===== src/rtl/mtm_pkg.sv =====
// Purpose: Shared constants for the 8-bit modulo timer.
// Assumes: AXI4-Lite register access with 32-bit data.
// Notes:   Offsets are byte addresses of aligned words.
package mtm_pkg;
    localparam logic [3:0] OFS_STATUS_CTRL = 4'h0;
    localparam logic [3:0] OFS_CLOCK_CFG   = 4'h4;
    localparam logic [3:0] OFS_COUNT       = 4'h8;
    localparam logic [3:0] OFS_WRAP        = 4'hc;
    localparam int BIT_OVF   = 7;
    localparam int BIT_OVIE  = 6;
    localparam int BIT_CLR   = 5;
    localparam int BIT_HALT  = 4;
    localparam int SRC_HI    = 5;
    localparam int SRC_LO    = 4;
    localparam int PS_HI     = 3;
    localparam int PS_LO     = 0;
    localparam logic [3:0] PS_MAX      = 4'h8;
    localparam logic [7:0] RST_COUNT   = 8'h00;
    localparam logic [7:0] RST_WRAP    = 8'h00;
    localparam logic [1:0] RST_SRC     = 2'h0;
    localparam logic [3:0] RST_PS      = 4'h0;
    localparam logic       RST_HALT    = 1'b1;
    localparam logic [1:0] SRC_BUS     = 2'h0;
    localparam logic [1:0] SRC_FIXED   = 2'h1;
    localparam logic [1:0] SRC_EXT_FALL = 2'h2;
    localparam logic [1:0] SRC_EXT_RISE = 2'h3;
    localparam logic [1:0] RESP_OKAY   = 2'h0;
    localparam logic [1:0] RESP_SLVERR = 2'h2;
endpackage


===== src/rtl/mtm_edge_sync.sv =====
// Purpose: Synchronises the external timer clock pin and detects edges.
// Assumes: Pin toggles at no more than a quarter of the bus clock.
// Notes:   The first stage is read only by the second stage.
`timescale 1ns/1ps
`default_nettype none
module mtm_edge_sync (
    input  wire logic clk_sys_i,
    input  wire logic rst_n_i,
    input  wire logic pin_i,
    output logic      rise_o,
    output logic      fall_o
);
    logic meta_r;
    logic sync_r;
    logic prev_r;
    logic rise_nxt;
    logic fall_nxt;

    // Edges are judged only from the second and third stages, never the first.
    always_comb begin
        rise_nxt = sync_r & ~prev_r;
        fall_nxt = ~sync_r & prev_r;
    end

    // Two-stage synchroniser followed by a history stage and registered pulses.
    always_ff @(posedge clk_sys_i) begin
        if (!rst_n_i) begin
            meta_r <= 1'b0;
            sync_r <= 1'b0;
            prev_r <= 1'b0;
            rise_o <= 1'b0;
            fall_o <= 1'b0;
        end else begin
            meta_r <= pin_i;
            sync_r <= meta_r;
            prev_r <= sync_r;
            rise_o <= rise_nxt;
            fall_o <= fall_nxt;
        end
    end
endmodule
`default_nettype wire


===== src/rtl/mtm_prescaler.sv =====
// Purpose: Divides source ticks by a power of two from 1 to 256.
// Assumes: src_tick_i is a one-cycle enable pulse.
// Notes:   The divider keeps running across a change of setting.
`timescale 1ns/1ps
`default_nettype none
module mtm_prescaler (
    input  wire logic       clk_sys_i,
    input  wire logic       rst_n_i,
    input  wire logic       src_tick_i,
    input  wire logic [3:0] ps_i,
    output logic            tick_o
);
    logic [7:0] div_r;
    logic [7:0] div_nxt;
    logic [7:0] mask;
    logic       tick_nxt;
    logic [3:0] ps_eff;

    // Codes above eight divide by 256; a tick fires when the low bits roll over.
    always_comb begin
        ps_eff   = (ps_i > mtm_pkg::PS_MAX) ? mtm_pkg::PS_MAX : ps_i;
        mask     = 8'(9'((9'h001 << ps_eff) - 9'h001));
        div_nxt  = src_tick_i ? 8'(div_r + 8'h01) : div_r;
        tick_nxt = src_tick_i && ((div_r & mask) == mask);
    end

    // Counter state is not cleared on a setting change, so the count is untouched.
    always_ff @(posedge clk_sys_i) begin
        if (!rst_n_i) begin
            div_r  <= 8'h00;
            tick_o <= 1'b0;
        end else begin
            div_r  <= div_nxt;
            tick_o <= tick_nxt;
        end
    end
endmodule
`default_nettype wire


===== src/rtl/mtm_timer.sv =====
// Purpose: 8-bit modulo timer with AXI4-Lite registers.
// Assumes: 40 MHz bus clock; external pin at most a quarter of that rate.
// Notes:   Overflow interrupt output is a plain registered level.
`timescale 1ns/1ps
`default_nettype none
// Behaviour
// - External pin is synchronised to the bus clock and edge-detected before the prescaler.
// - Overflow flag bit 7 sets when count wraps from wrap value to zero.
// - Flag clears by status read while set, then writing zero to it.
// - Counter-clear write of one or any wrap write also clears the flag.
// - Interrupt asserts while flag and enable bit 6 are set; reset clears enable.
// - Writing one to bit 5 zeroes the count and flag; reads zero.
// - Halt bit 4 freezes the count; reset sets it.
// - Status bits 3:0 and clock config bits 7:6 read zero.
// - Source field 5:4 picks bus, fixed, external falling or rising edge.
// - Source or prescale change keeps the count running from its value.
// - Prescale field divides by two to the code, 256 above eight.
// - Reset clears source and prescale fields to bus clock divided by one.
// - Count register reads current count, ignores writes, resets to zero.
// - Wrap register is read/write; zero means free running; resets to zero.
// - Writing the wrap register forces the count to zero.
// - Count increments per prescaler tick until equal to wrap, then wraps.
// - An overflow between read and zero write keeps the flag set.
// - Debug suspend holds the count; counting resumes afterwards.
module mtm_timer (
    input  wire logic        clk_sys_i,
    input  wire logic        rst_n_i,
    input  wire logic        ext_timer_clock_in_i,
    input  wire logic        fixed_frequency_clock_tick_i,
    input  wire logic        debug_halt_i,
    output logic             irq_o,
    input  wire logic [3:0]  s_axi_awaddr,
    input  wire logic        s_axi_awvalid,
    output logic             s_axi_awready,
    input  wire logic [31:0] s_axi_wdata,
    input  wire logic [3:0]  s_axi_wstrb,
    input  wire logic        s_axi_wvalid,
    output logic             s_axi_wready,
    output logic [1:0]       s_axi_bresp,
    output logic             s_axi_bvalid,
    input  wire logic        s_axi_bready,
    input  wire logic [3:0]  s_axi_araddr,
    input  wire logic        s_axi_arvalid,
    output logic             s_axi_arready,
    output logic [31:0]      s_axi_rdata,
    output logic [1:0]       s_axi_rresp,
    output logic             s_axi_rvalid,
    input  wire logic        s_axi_rready
);
    // Registers and state.
    logic       overflow_flag_r, overflow_flag_nxt;
    logic       overflow_irq_enable_r, overflow_irq_enable_nxt;
    logic       counter_halt_r, counter_halt_nxt;
    logic [1:0] clock_source_select_r, clock_source_select_nxt;
    logic [3:0] prescale_select_r, prescale_select_nxt;
    logic [7:0] count_r, count_nxt;
    logic [7:0] wrap_value_r, wrap_value_nxt;
    logic       clear_armed_r, clear_armed_nxt;
    logic       dbg_meta_r, dbg_sync_r;
    // Bus state.
    logic       aw_held_r, aw_held_nxt;
    logic [3:0] aw_addr_r, aw_addr_nxt;
    logic       w_held_r, w_held_nxt;
    logic [31:0] w_data_r, w_data_nxt;
    logic [3:0] w_strb_r, w_strb_nxt;
    logic       bvalid_nxt, rvalid_nxt, irq_nxt;
    logic [1:0] bresp_nxt, rresp_nxt;
    logic [31:0] rdata_nxt;
    // Combinational helpers.
    logic       ext_rise, ext_fall, src_tick, pre_tick, count_tick, wrap_event;
    logic       wr_fire, rd_fire, wr_lane0;
    logic       wr_sc, wr_clk, wr_wrap, rd_sc;
    logic       wr_known, rd_known;
    logic [7:0] rd_byte;

    mtm_edge_sync u_edge (
        .clk_sys_i (clk_sys_i),
        .rst_n_i   (rst_n_i),
        .pin_i     (ext_timer_clock_in_i),
        .rise_o    (ext_rise),
        .fall_o    (ext_fall)
    );

    // Source selection feeding the prescaler as one-cycle enables.
    always_comb begin
        case (clock_source_select_r)
            mtm_pkg::SRC_BUS:      src_tick = 1'b1;
            mtm_pkg::SRC_FIXED:    src_tick = fixed_frequency_clock_tick_i;
            mtm_pkg::SRC_EXT_FALL: src_tick = ext_fall;
            mtm_pkg::SRC_EXT_RISE: src_tick = ext_rise;
            default:               src_tick = 1'b1;
        endcase
    end

    mtm_prescaler u_pre (
        .clk_sys_i  (clk_sys_i),
        .rst_n_i    (rst_n_i),
        .src_tick_i (src_tick),
        .ps_i       (prescale_select_r),
        .tick_o     (pre_tick)
    );

    // Bus handshake: address and data are accepted independently, then one response.
    always_comb begin
        aw_held_nxt = aw_held_r;
        aw_addr_nxt = aw_addr_r;
        w_held_nxt  = w_held_r;
        w_data_nxt  = w_data_r;
        w_strb_nxt  = w_strb_r;
        if (s_axi_awvalid && s_axi_awready) begin
            aw_held_nxt = 1'b1;
            aw_addr_nxt = s_axi_awaddr;
        end
        if (s_axi_wvalid && s_axi_wready) begin
            w_held_nxt = 1'b1;
            w_data_nxt = s_axi_wdata;
            w_strb_nxt = s_axi_wstrb;
        end
        wr_fire = aw_held_r && w_held_r && !s_axi_bvalid;
        if (wr_fire) begin
            aw_held_nxt = 1'b0;
            w_held_nxt  = 1'b0;
        end
        rd_fire   = s_axi_arvalid && s_axi_arready;
        wr_lane0  = wr_fire && w_strb_r[0];
        wr_known  = (aw_addr_r[1:0] == 2'b00);
        rd_known  = (s_axi_araddr[1:0] == 2'b00);
        wr_sc     = wr_lane0 && wr_known && (aw_addr_r == mtm_pkg::OFS_STATUS_CTRL);
        wr_clk    = wr_lane0 && wr_known && (aw_addr_r == mtm_pkg::OFS_CLOCK_CFG);
        wr_wrap   = wr_lane0 && wr_known && (aw_addr_r == mtm_pkg::OFS_WRAP);
        rd_sc     = rd_fire && (s_axi_araddr == mtm_pkg::OFS_STATUS_CTRL);
        bvalid_nxt = wr_fire ? 1'b1 : (s_axi_bready ? 1'b0 : s_axi_bvalid);
        bresp_nxt  = wr_fire ? (wr_known ? mtm_pkg::RESP_OKAY : mtm_pkg::RESP_SLVERR)
                             : s_axi_bresp;
        // Read mux; unused high bits stay zero.
        case (s_axi_araddr)
            mtm_pkg::OFS_STATUS_CTRL: rd_byte = {overflow_flag_r, overflow_irq_enable_r,
                                                 1'b0, counter_halt_r, 4'h0};
            mtm_pkg::OFS_CLOCK_CFG:   rd_byte = {2'b00, clock_source_select_r,
                                                 prescale_select_r};
            mtm_pkg::OFS_COUNT:       rd_byte = count_r;
            mtm_pkg::OFS_WRAP:        rd_byte = wrap_value_r;
            default:                  rd_byte = 8'h00;
        endcase
        rvalid_nxt = rd_fire ? 1'b1 : (s_axi_rready ? 1'b0 : s_axi_rvalid);
        rdata_nxt  = rd_fire ? {24'h000000, rd_byte} : s_axi_rdata;
        rresp_nxt  = rd_fire ? (rd_known ? mtm_pkg::RESP_OKAY : mtm_pkg::RESP_SLVERR)
                             : s_axi_rresp;
    end

    // Counter, flag and control next-state.
    always_comb begin
        overflow_irq_enable_nxt = overflow_irq_enable_r;
        counter_halt_nxt        = counter_halt_r;
        clock_source_select_nxt = clock_source_select_r;
        prescale_select_nxt     = prescale_select_r;
        wrap_value_nxt          = wrap_value_r;
        count_nxt               = count_r;
        overflow_flag_nxt       = overflow_flag_r;
        clear_armed_nxt         = clear_armed_r;
        count_tick = pre_tick && !counter_halt_r && !dbg_sync_r;
        wrap_event = count_tick && (count_r == wrap_value_r) &&
                     (wrap_value_r != 8'h00);
        if (count_tick && wrap_value_r == 8'h00 && count_r == 8'hff) begin
            wrap_event = 1'b1;
        end
        if (count_tick) begin
            count_nxt = wrap_event ? 8'h00 : 8'(count_r + 8'h01);
        end
        if (rd_sc && overflow_flag_r) begin
            clear_armed_nxt = 1'b1;
        end
        if (wr_sc) begin
            overflow_irq_enable_nxt = w_data_r[mtm_pkg::BIT_OVIE];
            counter_halt_nxt        = w_data_r[mtm_pkg::BIT_HALT];
            if (!w_data_r[mtm_pkg::BIT_OVF] && clear_armed_r) begin
                overflow_flag_nxt = 1'b0;
            end
            if (w_data_r[mtm_pkg::BIT_CLR]) begin
                count_nxt         = 8'h00;
                overflow_flag_nxt = 1'b0;
            end
            clear_armed_nxt = 1'b0;
        end
        if (wr_clk) begin
            clock_source_select_nxt = w_data_r[mtm_pkg::SRC_HI:mtm_pkg::SRC_LO];
            prescale_select_nxt     = w_data_r[mtm_pkg::PS_HI:mtm_pkg::PS_LO];
        end
        if (wr_wrap) begin
            wrap_value_nxt    = w_data_r[7:0];
            count_nxt         = 8'h00;
            overflow_flag_nxt = 1'b0;
            clear_armed_nxt   = 1'b0;
        end
        // A fresh overflow wins over any clear and disarms the pending clear.
        if (wrap_event) begin
            overflow_flag_nxt = 1'b1;
            clear_armed_nxt   = 1'b0;
        end
        irq_nxt = overflow_flag_nxt && overflow_irq_enable_nxt;
    end

    // All state registers; reset holds the timer halted on bus clock.
    always_ff @(posedge clk_sys_i) begin
        if (!rst_n_i) begin
            overflow_flag_r       <= 1'b0;
            overflow_irq_enable_r <= 1'b0;
            counter_halt_r        <= mtm_pkg::RST_HALT;
            clock_source_select_r <= mtm_pkg::RST_SRC;
            prescale_select_r     <= mtm_pkg::RST_PS;
            count_r               <= mtm_pkg::RST_COUNT;
            wrap_value_r          <= mtm_pkg::RST_WRAP;
            clear_armed_r         <= 1'b0;
            dbg_meta_r            <= 1'b0;
            dbg_sync_r            <= 1'b0;
            aw_held_r             <= 1'b0;
            aw_addr_r             <= 4'h0;
            w_held_r              <= 1'b0;
            w_data_r              <= 32'h00000000;
            w_strb_r              <= 4'h0;
            s_axi_bvalid          <= 1'b0;
            s_axi_bresp           <= 2'h0;
            s_axi_rvalid          <= 1'b0;
            s_axi_rdata           <= 32'h00000000;
            s_axi_rresp           <= 2'h0;
            s_axi_awready         <= 1'b1;
            s_axi_wready          <= 1'b1;
            s_axi_arready         <= 1'b1;
            irq_o                 <= 1'b0;
        end else begin
            overflow_flag_r       <= overflow_flag_nxt;
            overflow_irq_enable_r <= overflow_irq_enable_nxt;
            counter_halt_r        <= counter_halt_nxt;
            clock_source_select_r <= clock_source_select_nxt;
            prescale_select_r     <= prescale_select_nxt;
            count_r               <= count_nxt;
            wrap_value_r          <= wrap_value_nxt;
            clear_armed_r         <= clear_armed_nxt;
            dbg_meta_r            <= debug_halt_i;
            dbg_sync_r            <= dbg_meta_r;
            aw_held_r             <= aw_held_nxt;
            aw_addr_r             <= aw_addr_nxt;
            w_held_r              <= w_held_nxt;
            w_data_r              <= w_data_nxt;
            w_strb_r              <= w_strb_nxt;
            s_axi_bvalid          <= bvalid_nxt;
            s_axi_bresp           <= bresp_nxt;
            s_axi_rvalid          <= rvalid_nxt;
            s_axi_rdata           <= rdata_nxt;
            s_axi_rresp           <= rresp_nxt;
            s_axi_awready         <= !aw_held_nxt; // Registered, so the port is a flop.
            s_axi_wready          <= !w_held_nxt;
            s_axi_arready         <= !rvalid_nxt;
            irq_o                 <= irq_nxt;
        end
    end

    // Checks on timer behaviour; each label line carries the rule it guards.
    chk_wrap_sets_flag: assert property (@(posedge clk_sys_i) disable iff (!rst_n_i)
        wrap_event |=> overflow_flag_r && count_r == 8'h00) else $error("wrap lost");
    chk_irq_follows: assert property (@(posedge clk_sys_i) disable iff (!rst_n_i)
        (overflow_flag_r && overflow_irq_enable_r) |-> irq_o) else $error("irq missing");
    chk_halt_holds: assert property (@(posedge clk_sys_i) disable iff (!rst_n_i)
        (counter_halt_r && !wr_sc && !wr_wrap) |=> $stable(count_r)) else $error("halt moved");
    chk_wrap_write_zero: assert property (@(posedge clk_sys_i) disable iff (!rst_n_i)
        wr_wrap && !wrap_event |=> count_r == 8'h00 && !overflow_flag_r) else $error("wrap wr");
    chk_clr_no_arm: assert property (@(posedge clk_sys_i) disable iff (!rst_n_i)
        (overflow_flag_r && !clear_armed_r && wr_sc && !w_data_r[mtm_pkg::BIT_CLR])
        |=> overflow_flag_r) else $error("flag cleared unarmed");
    chk_count_limit: assert property (@(posedge clk_sys_i) disable iff (!rst_n_i)
        (wrap_value_r != 8'h00 && count_r <= wrap_value_r && !wr_wrap && !wr_clk)
        |=> count_r <= wrap_value_r) else $error("count past wrap");
    chk_rd_zero_bits: assert property (@(posedge clk_sys_i) disable iff (!rst_n_i)
        s_axi_rvalid |-> s_axi_rdata[31:8] == 24'h000000) else $error("high bits");
    chk_debug_hold: assert property (@(posedge clk_sys_i) disable iff (!rst_n_i)
        dbg_sync_r && !wr_sc && !wr_wrap |=> $stable(count_r)) else $error("debug moved");
    chk_clr_zeroes: assert property (@(posedge clk_sys_i) disable iff (!rst_n_i)
        wr_sc && w_data_r[mtm_pkg::BIT_CLR] && !wrap_event
        |=> count_r == 8'h00 && !overflow_flag_r) else $error("clear missed");
    chk_clear_seq: assert property (@(posedge clk_sys_i) disable iff (!rst_n_i)
        wr_sc && clear_armed_r && !w_data_r[mtm_pkg::BIT_OVF] && !wrap_event
        |=> !overflow_flag_r) else $error("armed clear missed");
    chk_src_keeps: assert property (@(posedge clk_sys_i) disable iff (!rst_n_i)
        wr_clk && !count_tick |=> $stable(count_r)) else $error("count moved on cfg");
    chk_count_ro: assert property (@(posedge clk_sys_i) disable iff (!rst_n_i)
        wr_fire && aw_addr_r == mtm_pkg::OFS_COUNT && !count_tick
        |=> $stable(count_r)) else $error("count written");
    chk_bus_rate: assert property (@(posedge clk_sys_i) disable iff (!rst_n_i)
        $past(rst_n_i) && $past({clock_source_select_r, prescale_select_r}) == 6'h00
        |-> pre_tick) else $error("bus tick missing");
    // Covers for the main scenarios.
    cov_flag_kept: cover property (@(posedge clk_sys_i) clear_armed_r && wrap_event);
    cov_ext_tick: cover property (@(posedge clk_sys_i) count_tick && clock_source_select_r[1]);
    cov_wrap: cover property (@(posedge clk_sys_i) wrap_event);
    cov_irq: cover property (@(posedge clk_sys_i) irq_o);
    cov_clear_seq: cover property (@(posedge clk_sys_i) clear_armed_r ##[1:20] !overflow_flag_r);
endmodule
`default_nettype wire


===== config.mk =====
export PLATFORM = sky130hd
export DESIGN_NAME = mtm_timer
export DESIGN_NICKNAME = d
export VERILOG_FILES = /design/src/rtl/mtm_pkg.sv /design/src/rtl/mtm_edge_sync.sv /design/src/rtl/mtm_prescaler.sv /design/src/rtl/mtm_timer.sv
export SDC_FILE = /design/constraint.sdc
export NUM_CORES = 1
export LEC_CHECK = 0
export ABC_AREA = 1
export BUFFER_PORTS_ARGS = -buffer_cell sky130_fd_sc_hd__buf_2
export CORE_MARGIN = 4
export CORE_UTILIZATION = 30
export CTS_CLUSTER_SIZE = 16
export DETAILED_ROUTE_END_ITERATION = 8
export HOLD_SLACK_MARGIN = 0.08
export PLACE_DENSITY = 0.52
export SLEW_MARGIN = 0
export SYNTH_ARGS = -nofsm -noshare
export SYNTH_HDL_FRONTEND = slang
export SYNTH_HIERARCHICAL = 1
export SYNTH_SLANG_ARGS = --single-unit

===== constraint.sdc =====
create_clock -name clk_sys_i -period 2.3 [get_ports clk_sys_i]
set_input_delay 0.345 -clock clk_sys_i [delete_from_list [all_inputs] [get_ports clk_sys_i]]
set_output_delay 0.345 -clock clk_sys_i [all_outputs]
set_load 0.02 [all_outputs]

# == Word-level counts from Yosys, hierarchy flattened ==
# Cells that the tools add are included.
# word_totals
ff_bits,75
out_inout_bits,42
elab_cells,115
# classes
addsub,3
order_cmp,1
eq_ne,11
n_shift,1
mux,24
bitwise_logic,6
reduce_logical,38
# op_table
op,n
8-bit two-way mux,4
8-bit case mux with 4 select lines,1
1-bit logical AND,21
8-bit by 1-bit adder with 8-bit output (second input constant),2
8-bit == test,2
1-bit two-way mux,15
4-bit == test (second input constant),3
8-bit AND,1
4-bit by 3-bit == test with 1-bit output (second input constant),2
8-bit == test (second input constant),1
4-bit logical NOT,2
8-bit logical NOT,1
8-bit nonzero test,1
1-bit by 4-bit left shift with 8-bit output (first input constant),1
8-bit by 1-bit subtractor with 8-bit output (second input constant),1
1-bit logical NOT,7
2-bit logical NOT,3
2-bit == test (second input constant),2
4-bit greater-than comparator (second input constant),1
2-bit two-way mux,2
4-bit two-way mux,1
1-bit case mux with 4 select lines,1
4-bit OR reduction,1
1-bit NOT,3
other kinds (4),5

# == Depth between registers and ports, before layout ==
# Gate-level depths: netlist of run 1.
# logic_depth
depth_word,10
depth_mapped,11

# == Cells and area by module ==
# The synthesis of run 1 kept the hierarchy.
# by_module_without_submodules
mod,n_inst,cells_per_inst,area_each_um2
mtm_timer,1,379,2835.2
mtm_prescaler,1,85,536.8
mtm_edge_sync,1,14,136.4

# == Worst setup path after synthesis of run 1 ==
# Ideal clock, no wire load.
# synth_path
kind,register to register
from,register clock_source_select_r[0]
to,register u_pre.div_r[6]
setup_time_ns,0.116
arrival_ns,1.495
t_required_ns,2.184
slack_ns,0.689
path_stages_with_launch,9
n_path_buf,0
cell_sequence,dfxtp_1 > inv_1 > nor2_1 > o21ai_0 > nand3_1 > nor2_2 > nand2_1 > o21ai_0 > nor2_1
# synth_between
elab_chain_cells,2
word_cells_on_any_way,5
classes_between,3 x eq/ne; 1 x mux; 1 x reduce/logical
# synth_lines
element,line_no,source
"start, declared",mtm_timer.sv:54,"logic [1:0] clock_source_select_r, clock_source_select_nxt;"
"start signal, assigned",mtm_timer.sv:209,clock_source_select_r <= mtm_pkg::RST_SRC;
"start signal, assigned",mtm_timer.sv:234,clock_source_select_r <= clock_source_select_nxt;
"2-bit == test, or another cell as far along",mtm_timer.sv:86,case (clock_source_select_r)
1-bit case mux with 4 select lines (*),mtm_timer.sv:86,
via src_tick,mtm_timer.sv:70,"logic ext_rise, ext_fall, src_tick, pre_tick, count_tick, wrap_event;"
"end signal, assigned",mtm_prescaler.sv:33,div_r <= div_nxt;
"end, declared",mtm_prescaler.sv:13,logic [7:0] div_r;
# Mark *: on every way through the listed nets, which the timed path passes. The rest lies on a longest branch.
# A chain may end at the register's enable or synchronous reset.

# == Final worst setup path of run 1 ==
# layout_path
from,register prescale_select_r[1]
to,register u_pre.tick_o
# layout_between
elab_chain_cells,7
# layout_lines
element,line_no,source
"start, declared",mtm_timer.sv:55,"logic [3:0] prescale_select_r, prescale_select_nxt;"
"start signal, assigned",mtm_timer.sv:210,prescale_select_r <= mtm_pkg::RST_PS;
"start signal, assigned",mtm_timer.sv:235,prescale_select_r <= prescale_select_nxt;
4-bit greater-than comparator,mtm_prescaler.sv:21,ps_eff = (ps_i > mtm_pkg::PS_MAX) ? mtm_pkg::PS_MAX : ps_i;
4-bit two-way mux (*),mtm_prescaler.sv:21,
1-bit by 4-bit left shift with 8-bit output (*),mtm_prescaler.sv:22,mask = 8'(9'((9'h001 << ps_eff) - 9'h001));
8-bit by 1-bit subtractor with 8-bit output (*),mtm_prescaler.sv:22,
8-bit AND,mtm_prescaler.sv:24,tick_nxt = src_tick_i && ((div_r & mask) == mask);
8-bit == test (*),mtm_prescaler.sv:24,
1-bit logical AND (*),mtm_prescaler.sv:24,
"end signal, assigned",mtm_prescaler.sv:34,tick_o <= tick_nxt;
"end, declared",mtm_prescaler.sv:11,output logic tick_o
# Mark *: on every way between the ends. The rest lies on a longest branch, timed or not.

==> impl_table.tex, run 1 <==
\begin{tabular}{lr}
\hline
Metric & Value \\
\hline
\multicolumn{2}{l}{\textbf{Status}} \\
\quad Run status & complete, no violations \\
\multicolumn{2}{l}{\textbf{Route}} \\
\quad Routed wirelength normalized by instance count & 11.0 um \\
\quad Routed via count & 2901 \\
\quad Number of remaining DRC errors & 0 \\
\quad Number of detailed-routing iterations run before antenna repair & 4 \\
\quad Iter 0 DRT Violations & 148 \\
\quad Sum of routed wire length over all layers & about 7400 um \\
\quad Count of nets left with antenna violations after detail routing & 0 \\
\quad Vias per std cell & 4.32 \\
\multicolumn{2}{l}{\textbf{Critical path}} \\
\quad Cell with the biggest individual delay on the critical path & sky130\_fd\_sc\_hd\_\_dfxtp\_1 \\
\quad Top fanout value on the critical path & 8 \\
\quad Series of cell instances along the critical path & nor2\_1 -> nand2\_1 -> ha\_1 -> nor2\_1 -> nor2\_1 -> nand3\_1 -> nor2\_1 -> nand2\_1 -> nor2\_1 \\
\quad Startpoint-to-endpoint class of the critical path & flop to flop \\
\quad Gate family responsible for the most delay along the worst path & simple AND/OR/NAND/NOR gates \\
\quad Largest incremental delay on the critical path & $\sim$0.38 ns \\
\quad FF-to-FF path depth & 9 \\
\quad Critical Path Start Type & flop \\
\quad Cell repeated most along the worst path & sky130\_fd\_sc\_hd\_\_nor2\_1 \\
\quad Kind of end point of the critical path & flop \\
\quad Required arrival time at the worst endpoint & roughly 2.6 ns \\
\quad Data arrival time at the worst-slack endpoint & roughly 1.8 ns \\
\quad Number of buffers and inverters on the critical path & 0 \\
\quad Cell depth of the worst setup path & 9 \\
\multicolumn{2}{l}{\textbf{Clock network}} \\
\quad CTS clk-pin slew, worst paths & 0.06 ns \\
\quad Post-CTS setup buffer count & 0 \\
\quad \# H-tree levels & 3 \\
\quad Clock Sinks & 73 \\
\quad Number of cells upsized or downsized after cts & 0 \\
\quad Clock root cell & sky130\_fd\_sc\_hd\_\_clkbuf\_16 \\
\quad Clock insertion delay at the later pin of the skew report & $\sim$0.33 ns \\
\quad Clock tree from TritonCTS & built \\
\quad Number of buffers inserted during clock tree synthesis & 9 \\
\quad Number of hold-repair buffers added at the cts stage & 0 \\
\quad CTS Buffer Depth & 2 \\
\multicolumn{2}{l}{\textbf{Logic synthesis}} \\
\quad Average footprint of a synthesized cell & 7.34 sq um \\
\quad Area share of fa/ha/maj cells after synthesis & 0.0107 \\
\quad Yosys cell types & 35 \\
\quad Multiplexer fraction of the synthesized cell area & 0 \\
\quad Compound-cell area share of the yosys netlist & 0.131 \\
\quad Synthesized instance count & 478 \\
\quad Combinational family with the most area after synthesis & simple AND/OR/NAND/NOR gates \\
\quad Post-synthesis xor/xnor area fraction & 0.0275 \\
\quad Dominant register cell in the synthesized netlist & sky130\_fd\_sc\_hd\_\_dfxtp\_1 \\
\quad Synth Register Bits & 73 \\
\quad EDFF count, synth & 0 \\
\quad Area fraction in and, or, nand and nor cells after synthesis & 0.279 \\
\quad Proportion of netlist area held by the largest area contributor & 0.417 \\
\quad Most frequent cells after synthesis & sky130\_fd\_sc\_hd\_\_nand2\_1 (99), sky130\_fd\_sc\_hd\_\_dfxtp\_1 (73), sky130\_fd\_sc\_hd\_\_inv\_1 (59) \\
\quad Top-count cell post-synth & sky130\_fd\_sc\_hd\_\_nand2\_1 \\
\quad Share of synthesized area occupied by flip-flops and latches & 0.417 \\
\quad Cell taking the most area after synthesis & sky130\_fd\_sc\_hd\_\_dfxtp\_1 \\
\quad Syn. warnings & 6 \\
\quad Synth async-reset ratio & 0 \\
\quad Top area cells in the synthesized netlist & sky130\_fd\_sc\_hd\_\_dfxtp\_1 (42\%), sky130\_fd\_sc\_hd\_\_nand2\_1 (11\%), sky130\_fd\_sc\_hd\_\_inv\_1 (6.3\%) \\
\quad Cell area after synthesis & about 3500 sq um \\
\multicolumn{2}{l}{\textbf{Final layout}} \\
\quad Number of nets in the final layout & 582 \\
\quad Filler instances & 1255 \\
\quad P\&R area growth vs syn & 15.8\% \\
\quad Ant diodes & 0 \\
\quad Proportion of layout cells with a drive suffix above 1 & 0.172 \\
\quad Final core utilization & 0.356 \\
\multicolumn{2}{l}{\textbf{Power and ir drop}} \\
\quad Post-route total power & 2.97 mW \\
\quad Internal power & about 2.3 mW \\
\quad Switching power & between 0.7 and 0.8 mW \\
\quad Sw frac & 0.236 \\
\quad Gate power share & 0.076 \\
\quad Sequential fraction of design power & 0.452 \\
\quad Total leakage power & around 1.8 nW \\
\quad Power density over the cells & around 730 nW/um\^{}2 \\
\quad Part of the power in the clock network & 0.472 \\
\quad VDD IR-drop max & around 0.00032 V \\
\multicolumn{2}{l}{\textbf{Timing}} \\
\quad Finish-stage setup viols & 0 \\
\quad Peak Freq & 665 MHz \\
\quad Period utilization & 0.654 \\
\quad Aggregate negative setup slack & 0 ns \\
\quad Smallest hold slack & $\sim$0.2 ns \\
\quad Unrepaired setup endpoints after global routing & no \\
\quad Setup skew after layout & $\sim$0.0066 ns \\
\quad Actual slew at the worst max-slew pin & between 0.5 and 0.6 ns \\
\quad Period minus WS final & 1.50 ns \\
\quad Final Hold Viols & 0 \\
\quad Remaining max-slew budget at the tightest pin & 0.636 \\
\quad Fin. max-slew vios & 0 \\
\multicolumn{2}{l}{\textbf{Job}} \\
\quad Reported max-cap violation count & 0 \\
\multicolumn{2}{l}{\textbf{Place}} \\
\quad Final estimated routing congestion in global placement & 0.845 \\
\quad Detail Placement HPWL & roughly 5700 um \\
\quad Quantity of I/O buffers inserted on ports & between 40 and 50 \\
\multicolumn{2}{l}{\textbf{Global route}} \\
\quad Overall overflow remaining after global route & 0 \\
\quad Global Route Usage Sum & 0.118 \\
\quad First-pass GRT wire length & roughly 12000 um \\
\quad Via count of the first global-routing pass & around 2700 \\
\quad Number of antenna violations at the first check in global routing & 0 \\
\quad Maximum number of pins on one net before global-route repair & 24 \\
\multicolumn{2}{l}{\textbf{Die}} \\
\quad Initial cell density of the core & 0.307 \\
\quad Ports placed on the boundary & 96 \\
\quad Core Region & 11400 sq um \\
\quad FP Rows & 39 \\
\quad Overall die area & 13500 sq um \\
\quad Floorplan die width & 116 um \\
\quad DIE HEIGHT & 116 um \\
\multicolumn{2}{l}{\textbf{Hold path}} \\
\quad Hold depth & 3 \\
\quad Worst min-delay path class & input port to flop \\
\hline
\end{tabular}
## layout by cell type (no fill, tap or decap), types with 2 or more instances in the layout
master / Yosys / final
sky130_fd_sc_hd__nand2_4: 2 / 2
sky130_fd_sc_hd__nand3_1: 19 / 19
sky130_fd_sc_hd__nor2_1: 57 / 57
sky130_fd_sc_hd__conb_1: 1 / 26
sky130_fd_sc_hd__clkbuf_1: 4 / 2
sky130_fd_sc_hd__inv_1: 59 / 59
sky130_fd_sc_hd__clkbuf_16: 0 / 9
sky130_fd_sc_hd__dfxtp_1: 73 / 73
sky130_fd_sc_hd__nand4_2: 2 / 2
sky130_fd_sc_hd__o21ai_0: 39 / 39
sky130_fd_sc_hd__buf_2: 0 / 42
sky130_fd_sc_hd__o21ai_2: 2 / 2
sky130_fd_sc_hd__nor3_4: 2 / 2
sky130_fd_sc_hd__nand2_2: 3 / 3
sky130_fd_sc_hd__a21oi_1: 33 / 33
sky130_fd_sc_hd__nand4_1: 7 / 7
sky130_fd_sc_hd__nor2_4: 2 / 2
sky130_fd_sc_hd__o21bai_1: 2 / 2
sky130_fd_sc_hd__xnor2_1: 6 / 6
sky130_fd_sc_hd__xor2_1: 5 / 5
sky130_fd_sc_hd__nor2_2: 10 / 10
sky130_fd_sc_hd__clkbuf_8: 0 / 2
sky130_fd_sc_hd__buf_4: 26 / 3
sky130_fd_sc_hd__o21ai_1: 5 / 5
sky130_fd_sc_hd__a21oi_2: 4 / 4
sky130_fd_sc_hd__nand2_1: 99 / 99
sky130_fd_sc_hd__ha_1: 3 / 3
## flip-flops by register name, summed over array words and instances (netlist names), 2 cells and up
name	count
aw_addr_r	4
clock_source_select_r	2
count_r	8
prescale_select_r	4
s_axi_rdata	8
u_pre/div_r	8
w_data_r	8
wrap_value_r	8
## kinds of logic after synthesis
family	after synthesis
buffers and inverters	94
XOR/XNOR	11
AND/OR/NAND/NOR	210
AO/OA/AOI/OAI	86
adder cells (fa/ha/maj)	3
other	1
flip-flops	73
## layout make-up
| type | instances | area (sq um) | share of cell area |
|---|---|---|---|
| Multi-Input combinational cell | 336 | 1670 | 0.410 |
| Sequential cell | 73 | 1460 | 0.360 |
| Clock buffer | 13 | 260 | 0.0640 |
| Timing Repair Buffer | 45 | 233 | 0.0573 |
| Inverter | 60 | 225 | 0.0554 |
| Tap cell | 143 | 179 | 0.0440 |
| Clock inverter | 2 | 37.5 | 0.00924 |
## worst register-to-register path, delay by kind of cell (launching register included)
kind	cells	cell delay [ns]
adder cells (fa/ha/maj)	1	0.28
flip-flops	1	0.38
AND/OR/NAND/NOR	8	0.78
## routing by layer
metal / vias to the layer above / global-route usage / wire length [um]
met3: 17 / 0.0202 / 326
met4: 0 / 0.0758 / 260
met2: 74 / 0.176 / 3130
met1: 1254 / 0.157 / 3670
met5: - / 0 / 0
li1: 1556 / - / -
## stage by stage
stage | cells | area (sq um) | setup WS (ns)
floorplan | 503 | 3600 | 0.689
global placement | 657 | 3770 | 0.791
detailed placement | 657 | 3770 | 0.774
CTS | 672 | 4060 | 0.788
global route | 672 | 4060 | 0.604
finish | 672 | 4060 | 0.795
## path summary, 6_finish.rpt
check                                    start                       to  slack (ns)
max reg2reg  prescale_select_r[1]$_SDFFE_PN0P_  u_pre/tick_o$_SDFF_PN0_        0.80
min                               debug_halt_i    dbg_meta_r$_SDFF_PN0_        0.20
min reg2reg              dbg_meta_r$_SDFF_PN0_    dbg_sync_r$_SDFF_PN0_        0.41
max          prescale_select_r[1]$_SDFFE_PN0P_  u_pre/tick_o$_SDFF_PN0_        0.80
## power groups by stage
stage / Sequential [mW] / Clock (mW) / Combinational [mW]
floorplan: 1.37 / 0 / 0.188
global placement: 1.37 / 0 / 0.225
detailed placement: 1.37 / 0 / 0.228
CTS: 1.34 / 1.44 / 0.228
global route: 1.35 / 1.50 / 0.259
finish: 1.34 / 1.40 / 0.226
Note: power is estimated with default switching activity, not from simulation.
==> inputs of run 2 (changes only) <==
==> constraint.sdc (replaced) <==
create_clock -name clk_sys_i -period 1.4 [get_ports clk_sys_i]
set_input_delay 0.21 -clock clk_sys_i [delete_from_list [all_inputs] [get_ports clk_sys_i]]
set_output_delay 0.21 -clock clk_sys_i [all_outputs]
set_load 0.02 [all_outputs]
==> run 2 against run 1 <==
First-iteration DRC count fell by 26%. Worst hold slack got worse by 0.074 ns. Sequential share of layout area fell by 3.0 points. Sequential power rose by 65%. Utilization rose by 3.6 points. Critical path type unchanged. Largest cell class unchanged. Highest routed layer unchanged.
==> impl_table.tex, run 2 (synthesis results as in run 1) <==
\begin{tabular}{lr}
\hline
Metric & Value \\
\hline
\multicolumn{2}{l}{\textbf{Status}} \\
\quad Run status & complete, no violations \\
\multicolumn{2}{l}{\textbf{Global route}} \\
\quad Number of antenna violations at the first check in global routing & 0 \\
\quad Global Route Usage Sum & 0.126 \\
\quad Maximum number of pins on one net before global-route repair & 27 \\
\quad Overall overflow remaining after global route & 0 \\
\quad Via count of the first global-routing pass & $\sim$2900 \\
\quad First-pass GRT wire length & roughly 13000 um \\
\multicolumn{2}{l}{\textbf{Power and ir drop}} \\
\quad Gate power share & 0.089 \\
\quad Total leakage power & between 2 and 2.5 nW \\
\quad Power density over the cells & between 1000 and 1500 nW/um\^{}2 \\
\quad Switching power & 1.19 mW \\
\quad Sequential fraction of design power & 0.472 \\
\quad Post-route total power & 4.68 mW \\
\quad VDD IR-drop max & 0.000493 V \\
\quad Sw frac & 0.255 \\
\quad Part of the power in the clock network & 0.439 \\
\quad Internal power & 3.49 mW \\
\multicolumn{2}{l}{\textbf{Timing}} \\
\quad Actual slew at the worst max-slew pin & 0.518 ns \\
\quad Finish-stage setup viols & 0 \\
\quad Peak Freq & 722 MHz \\
\quad Period minus WS final & approximately 1.4 ns \\
\quad Period utilization & 0.990 \\
\quad Final Hold Viols & 0 \\
\quad Aggregate negative setup slack & 0 ns \\
\quad Fin. max-slew vios & 0 \\
\quad Remaining max-slew budget at the tightest pin & 0.655 \\
\quad Setup ws final & 0.0142 ns \\
\quad Setup skew after layout & 0.00955 ns \\
\quad Smallest hold slack & 0.127 ns \\
\quad Unrepaired setup endpoints after global routing & yes \\
\multicolumn{2}{l}{\textbf{Critical path}} \\
\quad Kind of end point of the critical path & flop \\
\quad Setup crit start & aw\_addr\_r[0]\$\_SDFFE\_PN0P\_ \\
\quad Data arrival time at the worst-slack endpoint & 1.60 ns \\
\quad Worst r2r src & aw\_addr\_r[0]\$\_SDFFE\_PN0P\_ \\
\quad Critical Path Start Type & flop \\
\quad Number of buffers and inverters on the critical path & 1 \\
\quad Cell with the biggest individual delay on the critical path & sky130\_fd\_sc\_hd\_\_dfxtp\_1 \\
\quad Top fanout value on the critical path & 8 \\
\quad Gate family responsible for the most delay along the worst path & simple AND/OR/NAND/NOR gates \\
\quad Series of cell instances along the critical path & or2\_4 -> nor2\_4 -> buf\_12 -> nand2\_8 -> nand2\_4 -> nor2\_4 -> nand2\_4 -> nor2\_2 \\
\quad Required arrival time at the worst endpoint & 1.62 ns \\
\quad FF-to-FF path depth & 8 \\
\quad Largest incremental delay on the critical path & 0.31 ns \\
\quad Reg-to-reg critical path endpoint & count\_r[1]\$\_SDFF\_PP0\_ \\
\quad Reg-to-reg slack, setup & 0.01 ns \\
\quad Startpoint-to-endpoint class of the critical path & flop to flop \\
\multicolumn{2}{l}{\textbf{Die}} \\
\quad DIE HEIGHT & approximately 120 um \\
\quad Core Region & 11400 sq um \\
\quad Ports placed on the boundary & 96 \\
\quad FP Rows & 39 \\
\quad Initial cell density of the core & 0.307 \\
\quad Floorplan die width & 116 um \\
\quad Overall die area & approximately 13000 sq um \\
\multicolumn{2}{l}{\textbf{Hold path}} \\
\quad Endpoint with the worst hold slack & w\_data\_r[1]\$\_SDFFE\_PN0P\_ \\
\quad Origin of the worst min-delay path & s\_axi\_wdata[1] \\
\quad Worst min-delay path class & input port to flop \\
\quad Hold depth & 3 \\
\multicolumn{2}{l}{\textbf{Route}} \\
\quad Routed via count & 3152 \\
\quad Iter 0 DRT Violations & 110 \\
\quad Number of remaining DRC errors & 0 \\
\quad Number of detailed-routing iterations run before antenna repair & 6 \\
\quad Routed wirelength normalized by instance count & 11.4 um \\
\quad Vias per std cell & 4.43 \\
\quad Count of nets left with antenna violations after detail routing & 0 \\
\quad Sum of routed wire length over all layers & 8120 um \\
\multicolumn{2}{l}{\textbf{Clock network}} \\
\quad Clock tree from TritonCTS & built \\
\quad CTS Buffer Depth & 2 \\
\quad Clock Sinks & 73 \\
\quad Clock insertion delay at the later pin of the skew report & 0.33 ns \\
\quad CTS clk-pin slew, worst paths & $\sim$0.060 ns \\
\quad \# H-tree levels & 3 \\
\quad Number of buffers inserted during clock tree synthesis & 9 \\
\quad Clock root cell & sky130\_fd\_sc\_hd\_\_clkbuf\_16 \\
\multicolumn{2}{l}{\textbf{Final layout}} \\
\quad Post-route design area & 4470 sq um \\
\quad Area of the multi-input gates & around 1800 sq um \\
\quad Commonest non-fill, non-tap cells in the layout & sky130\_fd\_sc\_hd\_\_nand2\_1 (96), sky130\_fd\_sc\_hd\_\_dfxtp\_1 (62), sky130\_fd\_sc\_hd\_\_inv\_1 (54) \\
\quad Proportion of layout cells with a drive suffix above 1 & 0.276 \\
\quad Number of standard cells in the layout, taps in and fillers out & 711 \\
\quad Most common cell after layout, fill and taps aside & sky130\_fd\_sc\_hd\_\_nand2\_1 \\
\quad Final core utilization & 0.392 \\
\quad Number of nets in the final layout & 620 \\
\quad P\&R area growth vs syn & 27.5\% \\
\quad Filler instances & 1225 \\
\quad Reg area & around 1500 sq um \\
\quad Ant diodes & 0 \\
\multicolumn{2}{l}{\textbf{Place}} \\
\quad Quantity of I/O buffers inserted on ports & 42 \\
\quad Detail Placement HPWL & roughly 6000 um \\
\quad Worst slack, placed & -0.0965 ns \\
\quad DP Area & 3950 sq um \\
\quad Final estimated routing congestion in global placement & 0.824 \\
\quad Placed Cells incl. Taps & slightly below 700 \\
\multicolumn{2}{l}{\textbf{Job}} \\
\quad Reported max-cap violation count & 0 \\
\hline
\end{tabular}
run 2: worst min-delay path: cells and delay by family:
kind            cells  cell delay, ns
buf+inv             1            0.07
simple gates        1            0.07
compound gates      1            0.07
run 2: area by class of cell:
type | count | area share
clock buffer | 11 | 0.0520
clock inverter | 5 | 0.00727
inverter | 60 | 0.0503
multi-input combinational | 337 | 0.399
sequential | 73 | 0.330
tap | 143 | 0.0400
timing repair buffer | 82 | 0.121
run 2: per-layer routing:
layer	wire, um	share of wire	vias to the layer above	GRT usage
met1	3660	0.45	1410	0.158
met2	3780	0.47	88	0.200
li1	-	-	1639	-
met3	458	0.056	15	0.0337
met4	221	0.027	0	0.0619
met5	0	0	-	0
run 2: power by group through the flow:
stage | Combinational, mW | Sequential [mW] | Clock, mW
floorplan | 0.309 | 2.26 | 0
global placement | 0.386 | 2.24 | 0
detailed placement | 0.391 | 2.25 | 0
CTS | 0.405 | 2.20 | 2.12
global route | 0.477 | 2.22 | 2.21
finish | 0.418 | 2.21 | 2.05
run 2: worst max-delay path by stage:
stage	slack [ns]	to	cells after the start
after floorplan	0.09	u_pre/tick_o$_SDFF_PN0_	9
after global placement	-0.02	u_pre/div_r[6]$_SDFFE_PN0P_	7
after detailed placement	-0.1	u_pre/div_r[6]$_SDFFE_PN0P_	8
after CTS	-0.007	prescale_select_r[2]$_SDFFE_PN0P_	7
after global routing	-0.09	u_pre/div_r[7]$_SDFFE_PN0P_	10
final	0.01	count_r[1]$_SDFF_PP0_	8
run 2: repair_timing:
item,CTS,global route
hold buffers,2,0
setup endpoints to repair,11,29
setup buffers,4,9
endpoints found under the hold margin,2,0
gates cloned,0,1
pin swaps,6,22
gates resized for setup,10,39
==> inputs of run 3 (changes only) <==
--- a/config.mk
+++ b/config.mk
@@ -7,12 +7,14 @@
 export LEC_CHECK = 0
 export ABC_AREA = 1
 export BUFFER_PORTS_ARGS = -buffer_cell sky130_fd_sc_hd__buf_2
+export CELL_PAD_IN_SITES_DETAIL_PLACEMENT = 1
+export CELL_PAD_IN_SITES_GLOBAL_PLACEMENT = 2
 export CORE_MARGIN = 4
-export CORE_UTILIZATION = 30
+export CORE_UTILIZATION = 29
 export CTS_CLUSTER_SIZE = 16
 export DETAILED_ROUTE_END_ITERATION = 8
 export HOLD_SLACK_MARGIN = 0.08
-export PLACE_DENSITY = 0.52
+export PLACE_DENSITY = 0.81
 export SLEW_MARGIN = 0
 export SYNTH_ARGS = -nofsm -noshare
 export SYNTH_HDL_FRONTEND = slang
==> run 3 against run 2 <==
Non-clock buffer count grew 2. Cell area grew 1.7%. Utilization barely moved. Worst setup slack got worse by 0.038 ns. Highest routed layer unchanged. Worst hold slack got worse by 0.00084 ns. Sequential share of layout area is 0.43 points lower. Count of clock-buffer cells in the layout down 1. Critical path depth is 2 higher. Critical endpoint is now u_pre/tick_o$_SDFF_PN0_. Global-route usage increased by 1.1 points. Largest power group is now the clock network. The flow now finishes with violations (negative setup slack). First-iteration DRC count shrank 29%. Clock skew decreased by 0.0017 ns.
==> impl_table.tex, run 3 (synthesis results as in run 1) <==
\begin{tabular}{lr}
\hline
Metric & Value \\
\hline
\multicolumn{2}{l}{\textbf{Critical path}} \\
\quad Critical Path Start Type & flop \\
\quad Data arrival time at the worst-slack endpoint & 1.70 ns \\
\quad Series of cell instances along the critical path & inv\_2 -> nor2\_2 -> nand2\_2 -> ha\_4 -> nor2\_2 -> nor2\_1 -> nand3\_1 -> nor2\_1 -> nand2\_1 -> nor2\_1 \\
\quad Startpoint-to-endpoint class of the critical path & flop to flop \\
\quad Reg-to-reg slack, setup & -0.02 ns \\
\quad Cell repeated most along the worst path & sky130\_fd\_sc\_hd\_\_nor2\_1 \\
\quad Reg-to-reg critical path endpoint & u\_pre/tick\_o\$\_SDFF\_PN0\_ \\
\quad Top fanout value on the critical path & 3 \\
\quad Cell with the biggest individual delay on the critical path & sky130\_fd\_sc\_hd\_\_dfxtp\_4 \\
\quad Kind of end point of the critical path & flop \\
\quad FF-to-FF path depth & 10 \\
\quad Worst r2r src & prescale\_select\_r[0]\$\_SDFFE\_PN0P\_ \\
\quad Setup crit start & prescale\_select\_r[0]\$\_SDFFE\_PN0P\_ \\
\quad Required arrival time at the worst endpoint & 1.68 ns \\
\quad Largest incremental delay on the critical path & $\sim$0.37 ns \\
\multicolumn{2}{l}{\textbf{Route}} \\
\quad Vias per std cell & 4.51 \\
\quad Iter 0 DRT Violations & 78 \\
\quad Sum of routed wire length over all layers & around 9400 um \\
\quad Routed via count & 3216 \\
\quad Number of remaining DRC errors & 0 \\
\quad Count of nets left with antenna violations after detail routing & 0 \\
\quad Number of detailed-routing iterations run before antenna repair & 4 \\
\quad Routed wirelength normalized by instance count & 13.2 um \\
\multicolumn{2}{l}{\textbf{Clock network}} \\
\quad CTS clk-pin slew, worst paths & 0.06 ns \\
\quad Clock insertion delay at the later pin of the skew report & $\sim$0.34 ns \\
\quad Number of buffers inserted during clock tree synthesis & 9 \\
\quad Clock Sinks & 73 \\
\quad Clock root cell & sky130\_fd\_sc\_hd\_\_clkbuf\_16 \\
\quad Clock tree from TritonCTS & built \\
\quad \# H-tree levels & 3 \\
\quad CTS Buffer Depth & 2 \\
\multicolumn{2}{l}{\textbf{Die}} \\
\quad Floorplan die width & around 120 um \\
\quad Ports placed on the boundary & 96 \\
\quad Core Region & between 10000 and 15000 sq um \\
\quad FP Rows & 39 \\
\quad DIE HEIGHT & 118 um \\
\quad Overall die area & 13900 sq um \\
\quad Initial cell density of the core & 0.302 \\
\multicolumn{2}{l}{\textbf{Timing}} \\
\quad Smallest hold slack & 0.126 ns \\
\quad Period utilization & 1.02 \\
\quad Peak Freq & approximately 700 MHz \\
\quad Setup skew after layout & 0.00782 ns \\
\quad Setup ws final & -0.0239 ns \\
\quad Final Hold Viols & 0 \\
\quad Fin. max-slew vios & 0 \\
\quad Unrepaired setup endpoints after global routing & yes \\
\quad Period minus WS final & 1.42 ns \\
\quad Finish-stage setup viols & 3 \\
\multicolumn{2}{l}{\textbf{Final layout}} \\
\quad Commonest non-fill, non-tap cells in the layout & sky130\_fd\_sc\_hd\_\_nand2\_1 (92), sky130\_fd\_sc\_hd\_\_dfxtp\_1 (60), sky130\_fd\_sc\_hd\_\_inv\_1 (55) \\
\quad P\&R area growth vs syn & 29.6\% \\
\quad Most common cell after layout, fill and taps aside & sky130\_fd\_sc\_hd\_\_nand2\_1 \\
\quad Post-route design area & 4550 sq um \\
\quad Number of nets in the final layout & just over 600 \\
\quad Proportion of layout cells with a drive suffix above 1 & 0.302 \\
\quad Ant diodes & 0 \\
\quad Number of standard cells in the layout, taps in and fillers out & 713 \\
\multicolumn{2}{l}{\textbf{Global route}} \\
\quad Via count of the first global-routing pass & approximately 3300 \\
\quad Overall overflow remaining after global route & 0 \\
\quad Maximum number of pins on one net before global-route repair & 28 \\
\quad Most used routing layer in global routing & met2 \\
\quad Global Route Usage Sum & 0.137 \\
\quad Met2 track demand over resource in global routing & 0.229 \\
\quad Met3 Track Usage GR & 0.0428 \\
\quad First-pass GRT wire length & 15600 um \\
\quad Number of antenna violations at the first check in global routing & 0 \\
\quad Fraction of met1 tracks used by global routing & 0.166 \\
\multicolumn{2}{l}{\textbf{Place}} \\
\quad Detail Placement HPWL & between 7000 and 8000 um \\
\quad Placed Cells incl. Taps & 686 \\
\quad Final estimated routing congestion in global placement & between 0.7 and 0.8 \\
\quad Worst slack, placed & -0.0544 ns \\
\quad Quantity of I/O buffers inserted on ports & 42 \\
\quad DP Area & approximately 4000 sq um \\
\multicolumn{2}{l}{\textbf{Power and ir drop}} \\
\quad VDD IR-drop max & 0.000556 V \\
\quad Power density over the cells & 1090 nW/um\^{}2 \\
\quad Total leakage power & 2.07 nW \\
\multicolumn{2}{l}{\textbf{Hold path}} \\
\quad Hold depth & 3 \\
\quad Origin of the worst min-delay path & s\_axi\_awaddr[0] \\
\quad Endpoint with the worst hold slack & aw\_addr\_r[0]\$\_SDFFE\_PN0P\_ \\
\quad Worst min-delay path class & input port to flop \\
\multicolumn{2}{l}{\textbf{Status}} \\
\quad Run status & complete, but fails checks \\
\quad Failing checks & negative setup slack \\
\multicolumn{2}{l}{\textbf{Job}} \\
\quad Reported max-cap violation count & 0 \\
\hline
\end{tabular}
-- run 3: stage by stage --
stage / util / power, mW / setup TNS, ns
after floorplan: - / 2.56 / 0
after global placement: 0.343 / 2.64 / 0
after detailed placement: 0.343 / 2.66 / -0.271
after CTS: 0.374 / 5.03 / -0.00371
after global routing: 0.392 / 5.21 / -0.546
final: 0.392 / 4.96 / -0.0425
-- run 3: critical path, delay by kind of cell (launching register included) --
family                   cells  cell delay [ns]
AND/OR/NAND/NOR              8             0.69
buffers and inverters        1             0.04
adder cells (fa/ha/maj)      1             0.26
flip-flops                   1             0.37
-- run 3: metal layers --
| metal | vias to the layer above | share of wire |
|---|---|---|
| met5 | - | 0 |
| met2 | 53 | 0.49 |
| met1 | 1505 | 0.45 |
| met3 | 17 | 0.042 |
| met4 | 0 | 0.016 |
| li1 | 1641 | - |
-- run 3: worst max path at each step --
stage,endpoint
after floorplan,u_pre/tick_o$_SDFF_PN0_
after global placement,u_pre/tick_o$_SDFF_PN0_
after detailed placement,u_pre/tick_o$_SDFF_PN0_
after CTS,u_pre/tick_o$_SDFF_PN0_
after global routing,u_pre/tick_o$_SDFF_PN0_
final,u_pre/tick_o$_SDFF_PN0_
-- run 3: cell type report --
class | instances | area (sq um)
clock inverters | 6 | 66.3
inverters | 60 | 225
repair buffers | 84 | 538
multi-input cells | 337 | 1830
clock buffers | 10 | 229
well taps | 143 | 179
fillers | 1491 | 7070
flip-flops and latches | 73 | 1480
-- run 3: what timing repair did --
action,in CTS,in global routing
hold endpoints to repair,2,0
gates resized for setup,15,49
cloned,0,1
setup endpoints to repair,13,24
setup buffers,1,7
hold buffers,2,0
pin swaps,10,26
-- run 3: report_power, final --
group | internal, mW | switching (mW)
registers | 2.15 | 0.0545
clock network | 1.39 | 0.935
logic | 0.139 | 0.290
